`config.mk`:
```
export PLATFORM = sky130hd
export DESIGN_NAME = pmw_burst_write
export DESIGN_NICKNAME = d
export VERILOG_FILES = /design/src/design/pmw_burst_write.v
export VERILOG_INCLUDE_DIRS = /design/src /design/src/design
export SDC_FILE = /design/constraint.sdc
export NUM_CORES = 1
export LEC_CHECK = 0
export ABC_AREA = 1
export BUFFER_PORTS_ARGS = -buffer_cell sky130_fd_sc_hd__buf_2
export CAP_MARGIN = 20
export CORE_ASPECT_RATIO = 0.5
export CORE_MARGIN = 2
export CORE_UTILIZATION = 45
export DETAILED_ROUTE_END_ITERATION = 12
export PLACE_DENSITY_LB_ADDON = 0.12
export SLEW_MARGIN = 20
export SYNTH_ARGS = -nofsm -noshare
export SYNTH_HDL_FRONTEND = slang
export SYNTH_SLANG_ARGS = --single-unit
```
`constraint.sdc`:
```
create_clock -name clock -period 2.3 [get_ports clock]
set_input_delay 0.115 -clock clock [delete_from_list [all_inputs] [get_ports clock]]
set_output_delay 0.115 -clock clock [all_outputs]
set_load 0.005 [all_outputs]
```
`src/design/pmw_map.vh`:
```
// constants and field layout for the pci master burst write path
// Function
// - While a burst is running as bus master, frame stays asserted across the data phases.
// - A data phase finishes on any cycle in which irdy and the two-cycle-late synchronized trdy are both asserted.
// - The cycle after a data phase finishes, the remaining burst count drops by one.
// - Once the target takes the current word, the next word and byte enables go onto ad and cbe.
// - If local ready, synchronized two cycles late, was asserted the previous cycle, irdy stays asserted this cycle.
// - If a data phase closed and local ready and trdy, synchronized two cycles late, were all asserted the previous cycle, the word-taken strobe is asserted.
`ifndef PMW_MAP_VH
`define PMW_MAP_VH
`define PMW_AD_W        32
`define PMW_BE_W        4
`define PMW_CNT_W       16
`define PMW_DEASSERT_N  1'b1
`define PMW_ASSERT_N    1'b0
`define PMW_CNT_ONE     16'h0001
`define PMW_CNT_ZERO    16'h0000
`define PMW_ON          1'b1
`define PMW_OFF         1'b0
`define PMW_ST_W        3
`define PMW_ST_IDLE     3'b001
`define PMW_ST_DATA     3'b010
`define PMW_ST_LAST     3'b100
`define PMW_N_PINS      2
`define PMW_PIN_TRDY    0
`define PMW_PIN_RDY     1
`endif

```
`src/design/pmw_burst_write.v`:
```
// pci master burst write data path: local words onto ad/cbe with irdy/trdy handshake
`timescale 1ns/10ps
`include "pmw_map.vh"
module pmw_burst_write #(
	parameter AD_W  = `PMW_AD_W,
	parameter BE_W  = `PMW_BE_W,
	parameter CNT_W = `PMW_CNT_W
) (
	input  wire             clock,                    // pci clock
	input  wire             rst,                      // async reset, active high
	input  wire             burst_start,              // one-cycle pulse: begin data phases
	input  wire [CNT_W-1:0] burst_length,             // words in the burst, sampled at start
	input  wire [AD_W-1:0]  local_write_data,         // word from local master
	input  wire [BE_W-1:0]  local_write_byte_enables, // byte enables from local master, active low
	input  wire             local_source_ready_n,     // local master has a word, active low
	input  wire             trdy_n_in,                // target ready pin, active low
	output reg  [AD_W-1:0]  ad_out,                   // ad pin value
	output reg              ad_oe,                    // ad/cbe driven while high
	output reg  [BE_W-1:0]  cbe_n_out,                // cbe pin value
	output reg              frame_n_out,              // frame pin value, active low
	output reg              frame_oe,                 // frame driven while high
	output reg              irdy_n_out,               // irdy pin value, active low
	output reg              irdy_oe,                  // irdy driven while high
	output reg              local_word_taken_n,       // word taken strobe, active low
	output reg  [CNT_W-1:0] local_burst_remaining,    // words still to complete
	output reg              burst_busy                // data phases in progress
);
	localparam [`PMW_ST_W-1:0] ST_IDLE  = `PMW_ST_IDLE;  // no burst, pins released
	localparam [`PMW_ST_W-1:0] ST_DATA  = `PMW_ST_DATA;  // data phases running
	localparam [`PMW_ST_W-1:0] ST_LAST  = `PMW_ST_LAST;  // final phase closed, count settles
	localparam [CNT_W-1:0]     CNT_ONE  = `PMW_CNT_ONE;
	localparam [CNT_W-1:0]     CNT_ZERO = `PMW_CNT_ZERO;
	localparam                 N_PINS   = `PMW_N_PINS;
	localparam                 PIN_TRDY = `PMW_PIN_TRDY;
	localparam                 PIN_RDY  = `PMW_PIN_RDY;

	// registered state
	reg  [`PMW_ST_W-1:0] state_ff;
	reg                  rdy_prev_n_ff;
	reg                  trdy_prev_n_ff;
	reg                  phase_done_ff;

	// next values
	reg  [`PMW_ST_W-1:0] nxt_state;
	reg                  nxt_rdy_prev_n;
	reg                  nxt_trdy_prev_n;
	reg                  nxt_phase_done;
	reg  [AD_W-1:0]      nxt_ad_out;
	reg                  nxt_ad_oe;
	reg  [BE_W-1:0]      nxt_cbe_n_out;
	reg                  nxt_frame_n_out;
	reg                  nxt_frame_oe;
	reg                  nxt_irdy_n_out;
	reg                  nxt_irdy_oe;
	reg                  nxt_local_word_taken_n;
	reg  [CNT_W-1:0]     nxt_local_burst_remaining;
	reg                  nxt_burst_busy;

	// decoded conditions
	wire [N_PINS-1:0]    pin_raw;
	wire [N_PINS-1:0]    pin_sync;
	wire                 trdy_sync_n;
	wire                 rdy_sync_n;
	wire                 in_data;
	wire                 start_ok;
	wire                 phase_done;
	wire [CNT_W-1:0]     rem_now;
	wire                 last_phase;

	assign pin_raw[PIN_TRDY] = trdy_n_in;
	assign pin_raw[PIN_RDY]  = local_source_ready_n;

	// both pins are foreign to this clock; only the second stage is read
	// costs two cycles of latency against the bus timing
	genvar g;
	generate
		for (g = 0; g < N_PINS; g = g + 1) begin : g_sync
			reg meta_ff;
			reg sync_ff;
			always @(posedge clock or posedge rst) begin
				if (rst) begin
					meta_ff <= `PMW_DEASSERT_N;
					sync_ff <= `PMW_DEASSERT_N;
				end else begin
					meta_ff <= pin_raw[g];
					sync_ff <= meta_ff;
				end
			end
			assign pin_sync[g] = sync_ff;
		end
	endgenerate

	assign trdy_sync_n = pin_sync[PIN_TRDY];
	assign rdy_sync_n  = pin_sync[PIN_RDY];

	assign in_data    = (state_ff == ST_DATA);
	assign start_ok   = burst_start && (state_ff == ST_IDLE) && (burst_length != CNT_ZERO);
	assign phase_done = in_data && !irdy_n_out && !trdy_sync_n;
	// count still owes the decrement of a phase closed last cycle
	assign rem_now    = phase_done_ff ? (local_burst_remaining - CNT_ONE) : local_burst_remaining;
	assign last_phase = (rem_now == CNT_ONE);

	always @* begin
		nxt_state                 = state_ff;
		nxt_ad_out                = ad_out;
		nxt_ad_oe                 = ad_oe;
		nxt_cbe_n_out             = cbe_n_out;
		nxt_frame_n_out           = frame_n_out;
		nxt_frame_oe              = frame_oe;
		nxt_irdy_n_out            = irdy_n_out;
		nxt_irdy_oe               = irdy_oe;
		nxt_burst_busy            = burst_busy;
		nxt_rdy_prev_n            = rdy_sync_n;
		nxt_trdy_prev_n           = trdy_sync_n;
		nxt_phase_done            = phase_done;
		// strobe only for a phase that really closed: one strobe per word
		nxt_local_word_taken_n    = !(phase_done_ff && !rdy_prev_n_ff && !trdy_prev_n_ff);
		nxt_local_burst_remaining = rem_now;
		case (state_ff)
			ST_IDLE: begin
				if (start_ok) begin
					nxt_state                 = ST_DATA;
					nxt_burst_busy            = `PMW_ON;
					nxt_local_burst_remaining = burst_length;
					nxt_frame_n_out           = `PMW_ASSERT_N;
					nxt_frame_oe              = `PMW_ON;
					nxt_irdy_oe               = `PMW_ON;
					nxt_ad_oe                 = `PMW_ON;
					nxt_ad_out                = local_write_data;
					nxt_cbe_n_out             = local_write_byte_enables;
				end
			end
			ST_DATA: begin
				nxt_frame_n_out = `PMW_ASSERT_N;
				// local master drops ready after its last word and holds it while it has more
				nxt_irdy_n_out  = rdy_prev_n_ff;
				if (phase_done) begin
					if (last_phase) begin
						nxt_state       = ST_LAST;
						nxt_frame_n_out = `PMW_DEASSERT_N;
						nxt_irdy_n_out  = `PMW_DEASSERT_N;
					end else begin
						nxt_ad_out    = local_write_data;
						nxt_cbe_n_out = local_write_byte_enables;
					end
				end
			end
			ST_LAST: begin
				// count reaches zero on this edge; pins released with it
				nxt_state      = ST_IDLE;
				nxt_burst_busy = `PMW_OFF;
				nxt_frame_oe   = `PMW_OFF;
				nxt_irdy_oe    = `PMW_OFF;
				nxt_ad_oe      = `PMW_OFF;
				nxt_irdy_n_out = `PMW_DEASSERT_N;
			end
			default: begin
				nxt_state       = ST_IDLE;
				nxt_burst_busy  = `PMW_OFF;
				nxt_frame_n_out = `PMW_DEASSERT_N;
				nxt_frame_oe    = `PMW_OFF;
				nxt_irdy_n_out  = `PMW_DEASSERT_N;
				nxt_irdy_oe     = `PMW_OFF;
				nxt_ad_oe       = `PMW_OFF;
			end
		endcase
	end

	always @(posedge clock or posedge rst) begin
		if (rst) begin
			state_ff              <= ST_IDLE;
			rdy_prev_n_ff         <= `PMW_DEASSERT_N;
			trdy_prev_n_ff        <= `PMW_DEASSERT_N;
			phase_done_ff         <= `PMW_OFF;
			ad_out                <= {AD_W{`PMW_OFF}};
			ad_oe                 <= `PMW_OFF;
			cbe_n_out             <= {BE_W{`PMW_DEASSERT_N}};
			frame_n_out           <= `PMW_DEASSERT_N;
			frame_oe              <= `PMW_OFF;
			irdy_n_out            <= `PMW_DEASSERT_N;
			irdy_oe               <= `PMW_OFF;
			local_word_taken_n    <= `PMW_DEASSERT_N;
			local_burst_remaining <= CNT_ZERO;
			burst_busy            <= `PMW_OFF;
		end else begin
			state_ff              <= nxt_state;
			rdy_prev_n_ff         <= nxt_rdy_prev_n;
			trdy_prev_n_ff        <= nxt_trdy_prev_n;
			phase_done_ff         <= nxt_phase_done;
			ad_out                <= nxt_ad_out;
			ad_oe                 <= nxt_ad_oe;
			cbe_n_out             <= nxt_cbe_n_out;
			frame_n_out           <= nxt_frame_n_out;
			frame_oe              <= nxt_frame_oe;
			irdy_n_out            <= nxt_irdy_n_out;
			irdy_oe               <= nxt_irdy_oe;
			local_word_taken_n    <= nxt_local_word_taken_n;
			local_burst_remaining <= nxt_local_burst_remaining;
			burst_busy            <= nxt_burst_busy;
		end
	end

	// limitation: a word is reloaded on the phase edge while its strobe comes
	// one cycle later, so a local master needs a one-cycle gap between phases
endmodule // pmw_burst_write

```
# After elaboration in Yosys (flattened, before gate mapping)
# Index checks and enable logic that the tools add are counted.
word_totals:
  register_bits: 66
  wordCells: 67
classes:
  n_eq_ne: 8
  muxes: 24
  n_bitwise: 2
  n_addsub: 1
  n_reduce_logical: 17
op_table:
  columns: ["cell", "n"]
  rows:
  - ["2-to-1 mux 32 bit", 3]
  - ["one-hot mux 32 bit (2 select lines)", 1]
  - ["2-to-1 mux 16 bit", 3]
  - ["== test 16 x 1 -> 1 bit, second input constant", 1]
  - ["nonzero test 16 bit", 1]
  - ["subtractor 16 x 1 -> 16 bit, second input constant", 1]
  - ["2-to-1 mux 4 bit", 3]
  - ["2-to-1 mux 3 bit", 3]
  - ["one-hot mux 4 bit (2 select lines)", 1]
  - ["logical AND 1 bit", 6]
  - ["2-to-1 mux 1 bit", 6]
  - ["!= test 2 bit, second input constant", 3]
  - ["one-hot mux 3 bit (2 select lines)", 1]
  - ["logical NOT 1 bit", 5]
  - ["one-hot mux 1 bit (2 select lines)", 2]
  - ["AND reduction 2 bit", 2]
  - ["AND reduction 4 bit", 1]
  - ["== test 3 x 1 -> 1 bit, second input constant", 1]
  - ["== test 3 x 2 -> 1 bit, second input constant", 1]
  - ["== test 3 bit, second input constant", 1]
  - ["one-hot mux 1 bit (3 select lines)", 1]
  - ["AND reduction 3 bit", 1]
  - ["!= test 2 x 1 -> 1 bit, second input constant", 1]
  - ["inverter 1 bit", 2]
  - ["nonzero test 2 bit", 1]

# Longest topological paths before layout
# Gate-level depths: netlist of the first run.
depth:
  ltp_word: 6
  depth_mapped: 18
  ltp_nobuf: 17

# Worst setup path after synthesis of the first run
# Ideal clock, no wire load.
synth_timing:
  kind: "register to register"
  startpoint: "register local_burst_remaining[0]"
  endpoint: "register ad_out[0]"
  arrival_time_ns: 1.849
  path_stages_with_launch: 19
  path_slack_ns: 0.334
  setup_time_ns: 0.116
  cell_sequence: "dfrtp_1 -> inv_1 -> ha_1 -> nand2_2 -> nor2_2 -> inv_2 -> nor2_2 -> nand2_1 -> nand2_1 -> nand2_2 -> inv_2 -> nand2_2 -> nor2_2 -> nand2_2 -> nand2_2 -> nand2_4 -> buf_6 -> nand3_2 -> nand2_1"
synth_between:
  elab_chain_cells: 5
synth_lines:
  columns: ["item", "line_no", "rtl"]
  rows:
  - ["from (decl)", "pmw_burst_write.v:25", "output reg [CNT_W-1:0] local_burst_remaining,"]
  - ["from (signal assigned)", "pmw_burst_write.v:198", "local_burst_remaining <= nxt_local_burst_remaining;"]
  - ["subtractor 16 x 1 -> 16 bit", "pmw_burst_write.v:100", "assign rem_now = phase_done_ff ? (local_burst_remaining - CNT_ONE) : local_burst_remaining;"]
  - ["2-to-1 mux 16 bit *", "pmw_burst_write.v:100", null]
  - ["== test 16 x 1 -> 1 bit *", "pmw_burst_write.v:101", "assign last_phase = (rem_now == CNT_ONE);"]
  - ["!= test 2 bit (no source line) *", null, null]
  - ["AND reduction 4 bit (no source line) *", null, null]
  - ["to (signal assigned)", "pmw_burst_write.v:175", "ad_out <= {AD_W{`PMW_OFF}};"]
  - ["to (signal assigned)", "pmw_burst_write.v:190", "ad_out <= nxt_ad_out;"]
  - ["to (decl)", "pmw_burst_write.v:17", "output reg [AD_W-1:0] ad_out,"]
# Every way passes the cells marked *; elsewhere a longest branch is shown, timed or not.
# A chain may end at the register's enable or synchronous reset.

# Worst setup path after layout of the first run
layout_timing:
  startpoint: "register local_burst_remaining[1]"
  endpoint: "register ad_out[0]"
# The elaborated chain is that of the path after synthesis.

==> run metrics, run 1 <==
share of cells above drive strength 1=0.4084; H-tree Lvls=3; WHS=about 0.012 ns; Max Cap Violations=0; vias per std cell=4.864; Syn Nets=just under 500; Critical Path Start=local_burst_remaining[1]; worst reg2reg startpoint=local_burst_remaining[1]; Synth area leaders=dfrtp_1 37%, nand2_1 15%, dfstp_2 11%; Unique masters post-synth=31; #FFs+latches synth=66; Worst-path clk slew=approximately 0.050 ns; post-DP HPWL=between 6 and 7 mm; die height=~66 µm; Finished Layout Cells=669; startpoint types=flip-flop; initial antenna violation count=0; max-slew violations=0; full die area=about 8500 µm²; Clock Tree Buf Depth=2; Syn Area/Cell=roughly 8 µm²; CP required=2.52 ns; number of port buffers=115; Worst Tran Pin Value=approximately 0.55 ns; post-route core utilization=0.6384; asr flop ratio synth=1.000; Leakage Power=2.511 nW; reg2reg path depth=14; DRC=0; part of the cycle the worst path needs=0.9324; Worst-Skew Late Latency=approximately 0.33 ns; dpl ws=0.09592 ns; CORE AREA=around 7400 µm²; Yosys warning total=0; CP endpoint=ad_out[0]; most frequent cell after synthesis=nand2_1; gp weighted congestion=approximately 0.85; Final Skew=0.005774 ns; Synth top area share=0.3716; CP arrival=2.37 ns; predominant post-synthesis flop cell=dfrtp_1; Setup Total Neg Slack=0 ns; register area share after synthesis=0.4766; VDD IR-drop max=0.0006504 V; wire length per cell=13.51 µm; CTS tree=done; largest area contributor in the netlist=dfrtp_1; vias in the first global route=2987; Starting Density=0.4712; fmax=approximately 470 MHz; Sink Count=between 60 and 70; area occupied by multi-input gates=between 1500 and 2000 µm²; setup ws final=approximately 0.16 ns; final setup violation count=0; critical path capture point type=flip-flop; fin crit period=2.145 ns; Area growth syn-to-layout=35.48%; layout net count=approximately 630; final wirelength=between 9 and 10 mm; DR iter-0 viols=190; num rows=22; CP Max Fanout=8; CTS buffer count=9; n_diodes=0; IO Pins=approximately 120; TritonRoute pass-1 iters=4; CTS Root Cell=clkbuf_16; Synth top cells by count=137 x nand2_1, 52 x dfrtp_1, 44 x inv_1, 43 x nor2_1, 30 x nand3_2; min-delay worst type=in2reg; Setup CP Type=reg2reg; # fillers=about 700; Overflow after GRT=0; Vias=around 3300; FF/Latch Area=around 1700 µm²; die width=approximately 130 µm; reg-to-reg setup timing slack=between 0.15 and 0.2 ns; FF-to-FF End=ad_out[0]; Synth Cell Area=between 3000 and 4000 µm²; EDFF count, synth=0; RSZ-0062 raised after global routing=true; Inst Count DP=~640; final hold violations=0; gr usage total=0.2196; Rel. slew slack=0.6323; post-route ant nets=0; first-pass GRT wire length=14.23 mm; Mapped Cells=~430; power per cell area=roughly 1400 nW/µm²; Worst Hold Launch=local_write_data[17]; status=finished clean; largest net degree at the start of global routing=34
-- metrics by stage --
step / total power, mW / cell area (µm²)
final: 6.495 / 4745
after global routing: 7.075 / 4745
after CTS: 6.258 / 4558
after detailed placement: 4.998 / 4223
after global placement: 4.946 / 4223
after floorplan: 3.990 / 3502
-- cells by family after synthesis --
| group | synth area share |
|---|---|
| buffers and inverters | 0.08896 |
| AND/OR/NAND/NOR | 0.3951 |
| adder cells (fa/ha/maj) | 0.003572 |
| flip-flops | 0.4766 |
| AO/OA/AOI/OAI | 0.03573 |
-- routing by layer --
layer	track usage	vias up	share of wire	wire length, µm
met5	0	-	0	0
met4	0.06793	0	0.0041	37
met3	0.08333	6	0.067	602
met2	0.3552	97	0.48	4307
met1	0.2753	1522	0.45	4091
li1	-	1629	-	-
-- how the worst min path moves through the flow --
stage	cells after the start	end	slack, ns
2_1_floorplan	0	g_sync[0].meta_ff	0.12
3_3_place_gp	2	burst_busy	0.17
3_5_place_dp	2	ad_out[29]	0.17
4_1_cts	3	ad_out[17]	0.0005
5_1_grt	3	ad_out[14]	0.02
6_report	3	ad_out[17]	0.01
-- registers in the layout (all words and copies together), names as in the netlist --
signal,count
state_ff,3
local_burst_remaining,16
local_word_taken_n,1
g_sync.sync_ff,2
phase_done_ff,1
ad_out,32
rdy_prev_n_ff,1
cbe_n_out,4
burst_busy,1
irdy_n_out,1
trdy_prev_n_ff,1
g_sync.meta_ff,2
frame_n_out,1
-- worst max-delay path: stages (launching register included) --
cell       delay (ns)
dfrtp_1          0.41
inv_2            0.09
ha_4             0.14
nand2_4          0.07
nor2_4           0.15
inv_2            0.07
o21ai_0          0.26
inv_1            0.10
nand3_1          0.09
nor2_1           0.05
nand4_2          0.11
nand3_4          0.18
clkbuf_16        0.22
nand2_1          0.06
nand2_1          0.04
-- cell usage in the layout, fill, tap and decap left out, types with 3 or more instances in the layout --
master         instances
nand2_1              137
buf_2                115
dfrtp_1               51
nor2_1                40
inv_1                 40
nand3_2               31
nand3_1               25
buf_4                 16
dfstp_2               14
clkbuf_16             11
o21ai_0                9
nand2_2                8
inv_2                  7
a21oi_1                7
dlygate4sd3_1          7
nor2_2                 6
nor2_4                 5
nand4_1                5
a31oi_1                4
buf_12                 4
nor3_1                 3
clkbuf_1               3
clkinv_2               3
-- area by class of cell --
type                       count  area share
sequential                    66      0.3521
clock buffer                  13     0.05274
timing repair buffer         146      0.1936
multi-input combinational    298      0.3360
clock inverter                 3    0.003165
inverter                      47     0.03718
tap                           96     0.02532
-- report_power, final --
| group | total [mW] | internal (mW) | switching [mW] | leakage (nW) |
|---|---|---|---|---|
| Sequential | 2.09 | 1.72 | 0.374 | 0.776 |
| Combinational | 3.18 | 1.39 | 1.79 | 1.60 |
| Clock | 1.22 | 0.753 | 0.466 | 0.133 |
-- what timing repair did --
item	in CTS	in global routing
resized for setup	0	18
hold buffers	7	0
buffers inserted	0	7
endpoints found under the hold margin	18	0
setup endpoints to repair	0	37
Power figures use the tool's default switching activity.
==> run 2: changes to the inputs <==
Settings changed: CORE_UTILIZATION 45 to 51.
==> run 2 against run 1 <==
Setup slack worse by 0.023 ns; hold slack got worse by 0.0071 ns; global-route usage up 1.2 points; critical path type unchanged; highest routed layer unchanged; count of clock-buffer cells in the layout shrank 4; maximum frequency down 1.1%; clock power up 4%; combinational power fell by 3%; core utilization is 7.0 points higher; final cell count down 1.5%.
==> run metrics, run 2 (same netlist as run 1, synthesis figures left out) <==
status=finished clean; layout net count=620; CP Max Fanout=6; final wirelength=about 8.6 mm; Crit path depth=16; reg-to-reg setup timing slack=around 0.13 ns; part of the cycle the worst path needs=0.9424; DR iter-0 viols=254; power per cell area=approximately 1400 nW/µm²; Vias=approximately 3200; RSZ-0062 raised after global routing=true; IO Pins=~120; CP required=around 2.5 ns; Area growth syn-to-layout=34.98%; Crit path max-delay family=simple AND/OR/NAND/NOR gates; Sink Count=66; largest net degree at the start of global routing=37; CTS buffer count=9; H-tree Lvls=3; Leakage Power=between 2 and 2.5 nW; post-DP HPWL=between 5 and 6 mm; CP peak stage delay=about 0.42 ns; Worst-path clk slew=roughly 0.060 ns; Inst Count DP=between 600 and 700; Worst Tran Pin Value=between 0.7 and 0.8 ns; final hold violations=0; commonest cells after routing, fill and taps aside=136 x nand2_1, 115 x buf_2, 50 x dfrtp_1; Top reg by flops=ad_out; CP dominant cell by count=nand2_1; num rows=21; commonest non-fill, non-tap cell in the layout=nand2_1; die width=~120 µm; DP Area=roughly 4200 µm²; CORE AREA=6674 µm²; post-route design area=approximately 4700 µm²; Rel. slew slack=0.5323; vias in the first global route=3068; max FFs per register=32; # fillers=585; share of cells above drive strength 1=0.4092; DRC=0; reg2reg path depth=16; fmax=roughly 460 MHz; wire length per cell=between 10 and 15 µm; final setup violation count=0; gp weighted congestion=0.8569; leading registers by flop count=ad_out x32, local_burst_remaining x16, cbe_n_out x4; TritonRoute pass-1 iters=4; CP max-delay cell=dfrtp_1; WP buf/inv=2; gr usage total=0.2317; CTS tree=done; startpoint types=flip-flop; Overflow after GRT=0; Clock Tree Buf Depth=2; number of port buffers=115; critical path capture point type=flip-flop; Starting Density=0.5247; Setup Total Neg Slack=0 ns; WHS=between 0.005 and 0.006 ns; initial antenna violation count=0; min-delay worst type=in2reg; VDD IR-drop max=approximately 0.00081 V; CP arrival=around 2.4 ns; CTS Root Cell=clkbuf_16; crit-path cells=inv_2 > ha_4 > nand2_1 > o21ai_2 > nand2_1 > nor2_1 > nand2_1 > nor2_1 > nand3_1 > nor2_4 > nand2_2 > nand2_4 > nand2_8 > clkbuf_16 > nand3_1 > nand2_1; max-slew violations=0; Final Skew=roughly 0.0086 ns; n_diodes=0; die height=62.60 µm; post-route core utilization=0.7083; Finished Layout Cells=~660; Max Cap Violations=0; Setup CP Type=reg2reg; fin crit period=between 2 and 2.5 ns; Worst-Skew Late Latency=0.33 ns; full die area=around 7600 µm²; first-pass GRT wire length=roughly 14 mm; Worst Hold Path Cells=3; post-route ant nets=0; vias per std cell=approximately 4.9
==> run 2: worst paths after layout <==
check,endpoint,startpoint
min in group asynchronous,ad_out[13],rst
max in group asynchronous,cbe_n_out[3],rst
max,ad_out[16],local_burst_remaining[1]
max reg2reg,ad_out[16],local_burst_remaining[1]
min reg2reg,rdy_prev_n_ff,g_sync[1].sync_ff
min,ad_out[10],local_write_data[10]
==> run 2: power by group <==
part / switching [mW] / total, mW / internal [mW]
Sequential: 0.386 / 2.11 / 1.72
Clock: 0.530 / 1.27 / 0.735
Combinational: 1.76 / 3.08 / 1.31
==> run 2: cell type report <==
type / instances / area [µm²] / area share
Sequential cell: 66 / 1672 / 0.3536
Multi-Input combinational cell: 298 / 1603 / 0.3391
Timing Repair Buffer: 140 / 882.1 / 0.1866
Clock buffer: 9 / 225.2 / 0.04764
Inverter: 47 / 176.4 / 0.03732
Tap cell: 92 / 115.1 / 0.02435
Clock inverter: 7 / 53.80 / 0.01138
==> run 2: metrics by stage <==
stage | power, mW | setup slack, ns
final | 6.447 | 0.1325
after global routing | 7.007 | -0.03991
after CTS | 6.174 | 0.07533
after detailed placement | 4.881 | 0.07920
after global placement | 4.823 | 0.1216
after floorplan | 3.990 | 0.3345
==> run 2: timing repair <==
item | CTS | global route
hold buffers | 7 | 0
hold endpoints to repair | 31 | 0
setup endpoints to repair | 0 | 36
gates resized for setup | 0 | 21
setup buffers | 0 | 5
==> run 2: layer usage <==
layer / track usage / up-vias / wire length [µm]
met4: 0.06034 / 0 / 91
met5: 0 / - / 0
li1: - / 1614 / -
met2: 0.3736 / 97 / 4040
met1: 0.3043 / 1498 / 3974
met3: 0.07482 / 10 / 528
==> run 2: worst min-delay path: cells and delay by family <==
family        cells  cell delay [ns]
simple gates      2             0.11
buf+inv           1             0.08
==> run 3: changes to the inputs <==
Settings changed: MAX_ROUTING_LAYER set to met4.
==> run 3 against run 2 <==
Clock skew is 0.00098 ns higher; first-iteration DRC count is 5.1% higher; total power about the same; largest power group unchanged; die area stayed put; critical endpoint is now ad_out[6]; setup slack worse by 0.00063 ns; global-route usage is 0.70 points higher; sequential power about the same; core utilization is the same; routed wire length rose by 0.74%; sequential share of layout area did not move; clock power about the same; maximum frequency hardly changed.
==> run metrics, run 3 (same netlist as run 1, synthesis figures left out) <==
max FFs per register=32; Clock Tree Buf Depth=2; metal3 WL=483 µm; DR iter-0 viols=around 270; area occupied by multi-input gates=approximately 1600 µm²; Rel. slew slack=0.5316; DRC=0; Inst Count DP=between 600 and 700; setup ws final=around 0.13 ns; gp weighted congestion=0.8706; Vias=between 3000 and 4000; final wirelength=~8.7 mm; IO Pins=roughly 120; min-delay worst type=in2reg; WL met2=4.107 mm; DP Area=about 4200 µm²; Sink Count=66; crit-path cells=inv_2 > ha_4 > nand2_1 > o21ai_2 > nand2_1 > nor2_1 > nand2_1 > nor2_1 > nand3_1 > nor2_4 > nand2_2 > nand2_4 > nand2_8 > clkbuf_16 > nand3_2 > nand2_1; CP arrival=around 2.4 ns; critical path capture point type=flip-flop; Setup CP Type=reg2reg; CP max-delay cell=dfrtp_1; largest net degree at the start of global routing=37; CP required=roughly 2.5 ns; status=finished clean; Setup Total Neg Slack=0 ns; max-slew violations=0; share of cells above drive strength 1=0.4092; n_diodes=0; number of port buffers=115; power per cell area=about 1400 nW/µm²; full die area=around 7600 µm²; CTS Root Cell=clkbuf_16; initial antenna violation count=0; final hold violations=0; num rows=21; Max Cap Violations=0; RSZ-0062 raised after global routing=true; wire length per cell=~13 µm; dpl ws=approximately 0.079 ns; leading registers by flop count=ad_out x32, local_burst_remaining x16, cbe_n_out x4; first-pass GRT wire length=approximately 14 mm; part of the cycle the worst path needs=0.9427; fmax=about 460 MHz; Worst Tran Pin Value=0.7016 ns; post-route design area=approximately 4700 µm²; post-route ant nets=0; vias in the first global route=a little over 3000; CTS tree=done; CP Max Fanout=6; commonest non-fill, non-tap cell in the layout=nand2_1; WHS=around 0.0037 ns; Overflow after GRT=0; commonest cells after routing, fill and taps aside=136 x nand2_1, 115 x buf_2, 50 x dfrtp_1; Worst-path clk slew=~0.060 ns; startpoint types=flip-flop; CP peak stage delay=around 0.42 ns; CORE AREA=around 6700 µm²; gr usage total=0.2387; fin crit period=roughly 2.2 ns; # fillers=just under 600; Top reg by flops=ad_out; post-DP HPWL=roughly 5.9 mm; Finished Layout Cells=about 660; M1 WL=~4 mm; Final Skew=0.009601 ns; die height=between 60 and 70 µm; H-tree Lvls=3; Starting Density=0.5247; Worst-Skew Late Latency=0.33 ns; FF/Latch Area=around 1700 µm²; vias per std cell=slightly below 5; Leakage Power=around 2.5 nW; layout net count=between 600 and 700; VDD IR-drop max=about 0.0008 V; TritonRoute pass-1 iters=4; Area growth syn-to-layout=34.98%; die width=roughly 120 µm; CP dominant cell by count=nand2_1; highest routed layer=met4; CTS buffer count=9; final setup violation count=0
[run 3: cell counts in the layout (fill, tap and decap cells not counted)]
No cell type changed its count.
[run 3: worst max-delay path: cells and delay by family (launching register included)]
family                   cells  cell delay (ns)
flip-flops                   1             0.42
AND/OR/NAND/NOR             12             1.02
adder cells (fa/ha/maj)      1             0.26
AO/OA/AOI/OAI                1             0.09
buffers and inverters        2             0.27
[run 3: final timing paths]
path / from / end / slack (ns) / depth (start not counted)
min in group asynchronous: rst / ad_out[12] / 0.47 / 3
max reg2reg: local_burst_remaining[1] / ad_out[6] / 0.13 / 16
max: local_burst_remaining[1] / ad_out[6] / 0.13 / 16
min: local_write_data[11] / ad_out[11] / 0.004 / 3
max in group asynchronous: rst / cbe_n_out[3] / 1.14 / 4
min reg2reg: g_sync[1].meta_ff / g_sync[1].sync_ff / 0.35 / 0
[run 3: area by class of cell]
class,count,area share
Tap cell,92,0.02435
Inverter,47,0.03732
Multi-Input combinational cell,298,0.3391
Timing Repair Buffer,140,0.1866
Clock inverter,7,0.01138
Clock buffer,9,0.04764
Sequential cell,66,0.3536
[run 3: metal layers]
| metal | vias up | track usage |
|---|---|---|
| li1 | 1618 | - |
| met1 | 1518 | 0.3126 |
| met2 | 92 | 0.3729 |
| met3 | 9 | 0.06387 |
| met4 | 0 | 0.06034 |
| met5 | - | - |
[run 3: report_power, final]
group          internal (mW)  total [mW]  switching (mW)  leakage (nW)
Sequential              1.72        2.11           0.394         0.776
Clock                  0.735        1.27           0.532         0.128
Combinational           1.31        3.07            1.76          1.57
Total                   3.77        6.45            2.69          2.48
[run 3: metrics by stage]
step	util	power, mW
final	0.7083	6.453
after global routing	0.7083	7.004
after CTS	0.6768	6.174
after detailed placement	0.6245	4.881
after global placement	0.6245	4.823
after floorplan	-	3.990
[run 3: what timing repair did]
item                                    in CTS  in global routing
endpoints found under the setup margin       0                 36
hold endpoints to repair                    31                  0
setup buffers                                0                  5
resized for setup                            0                 21
hold buffers                                 7                  0
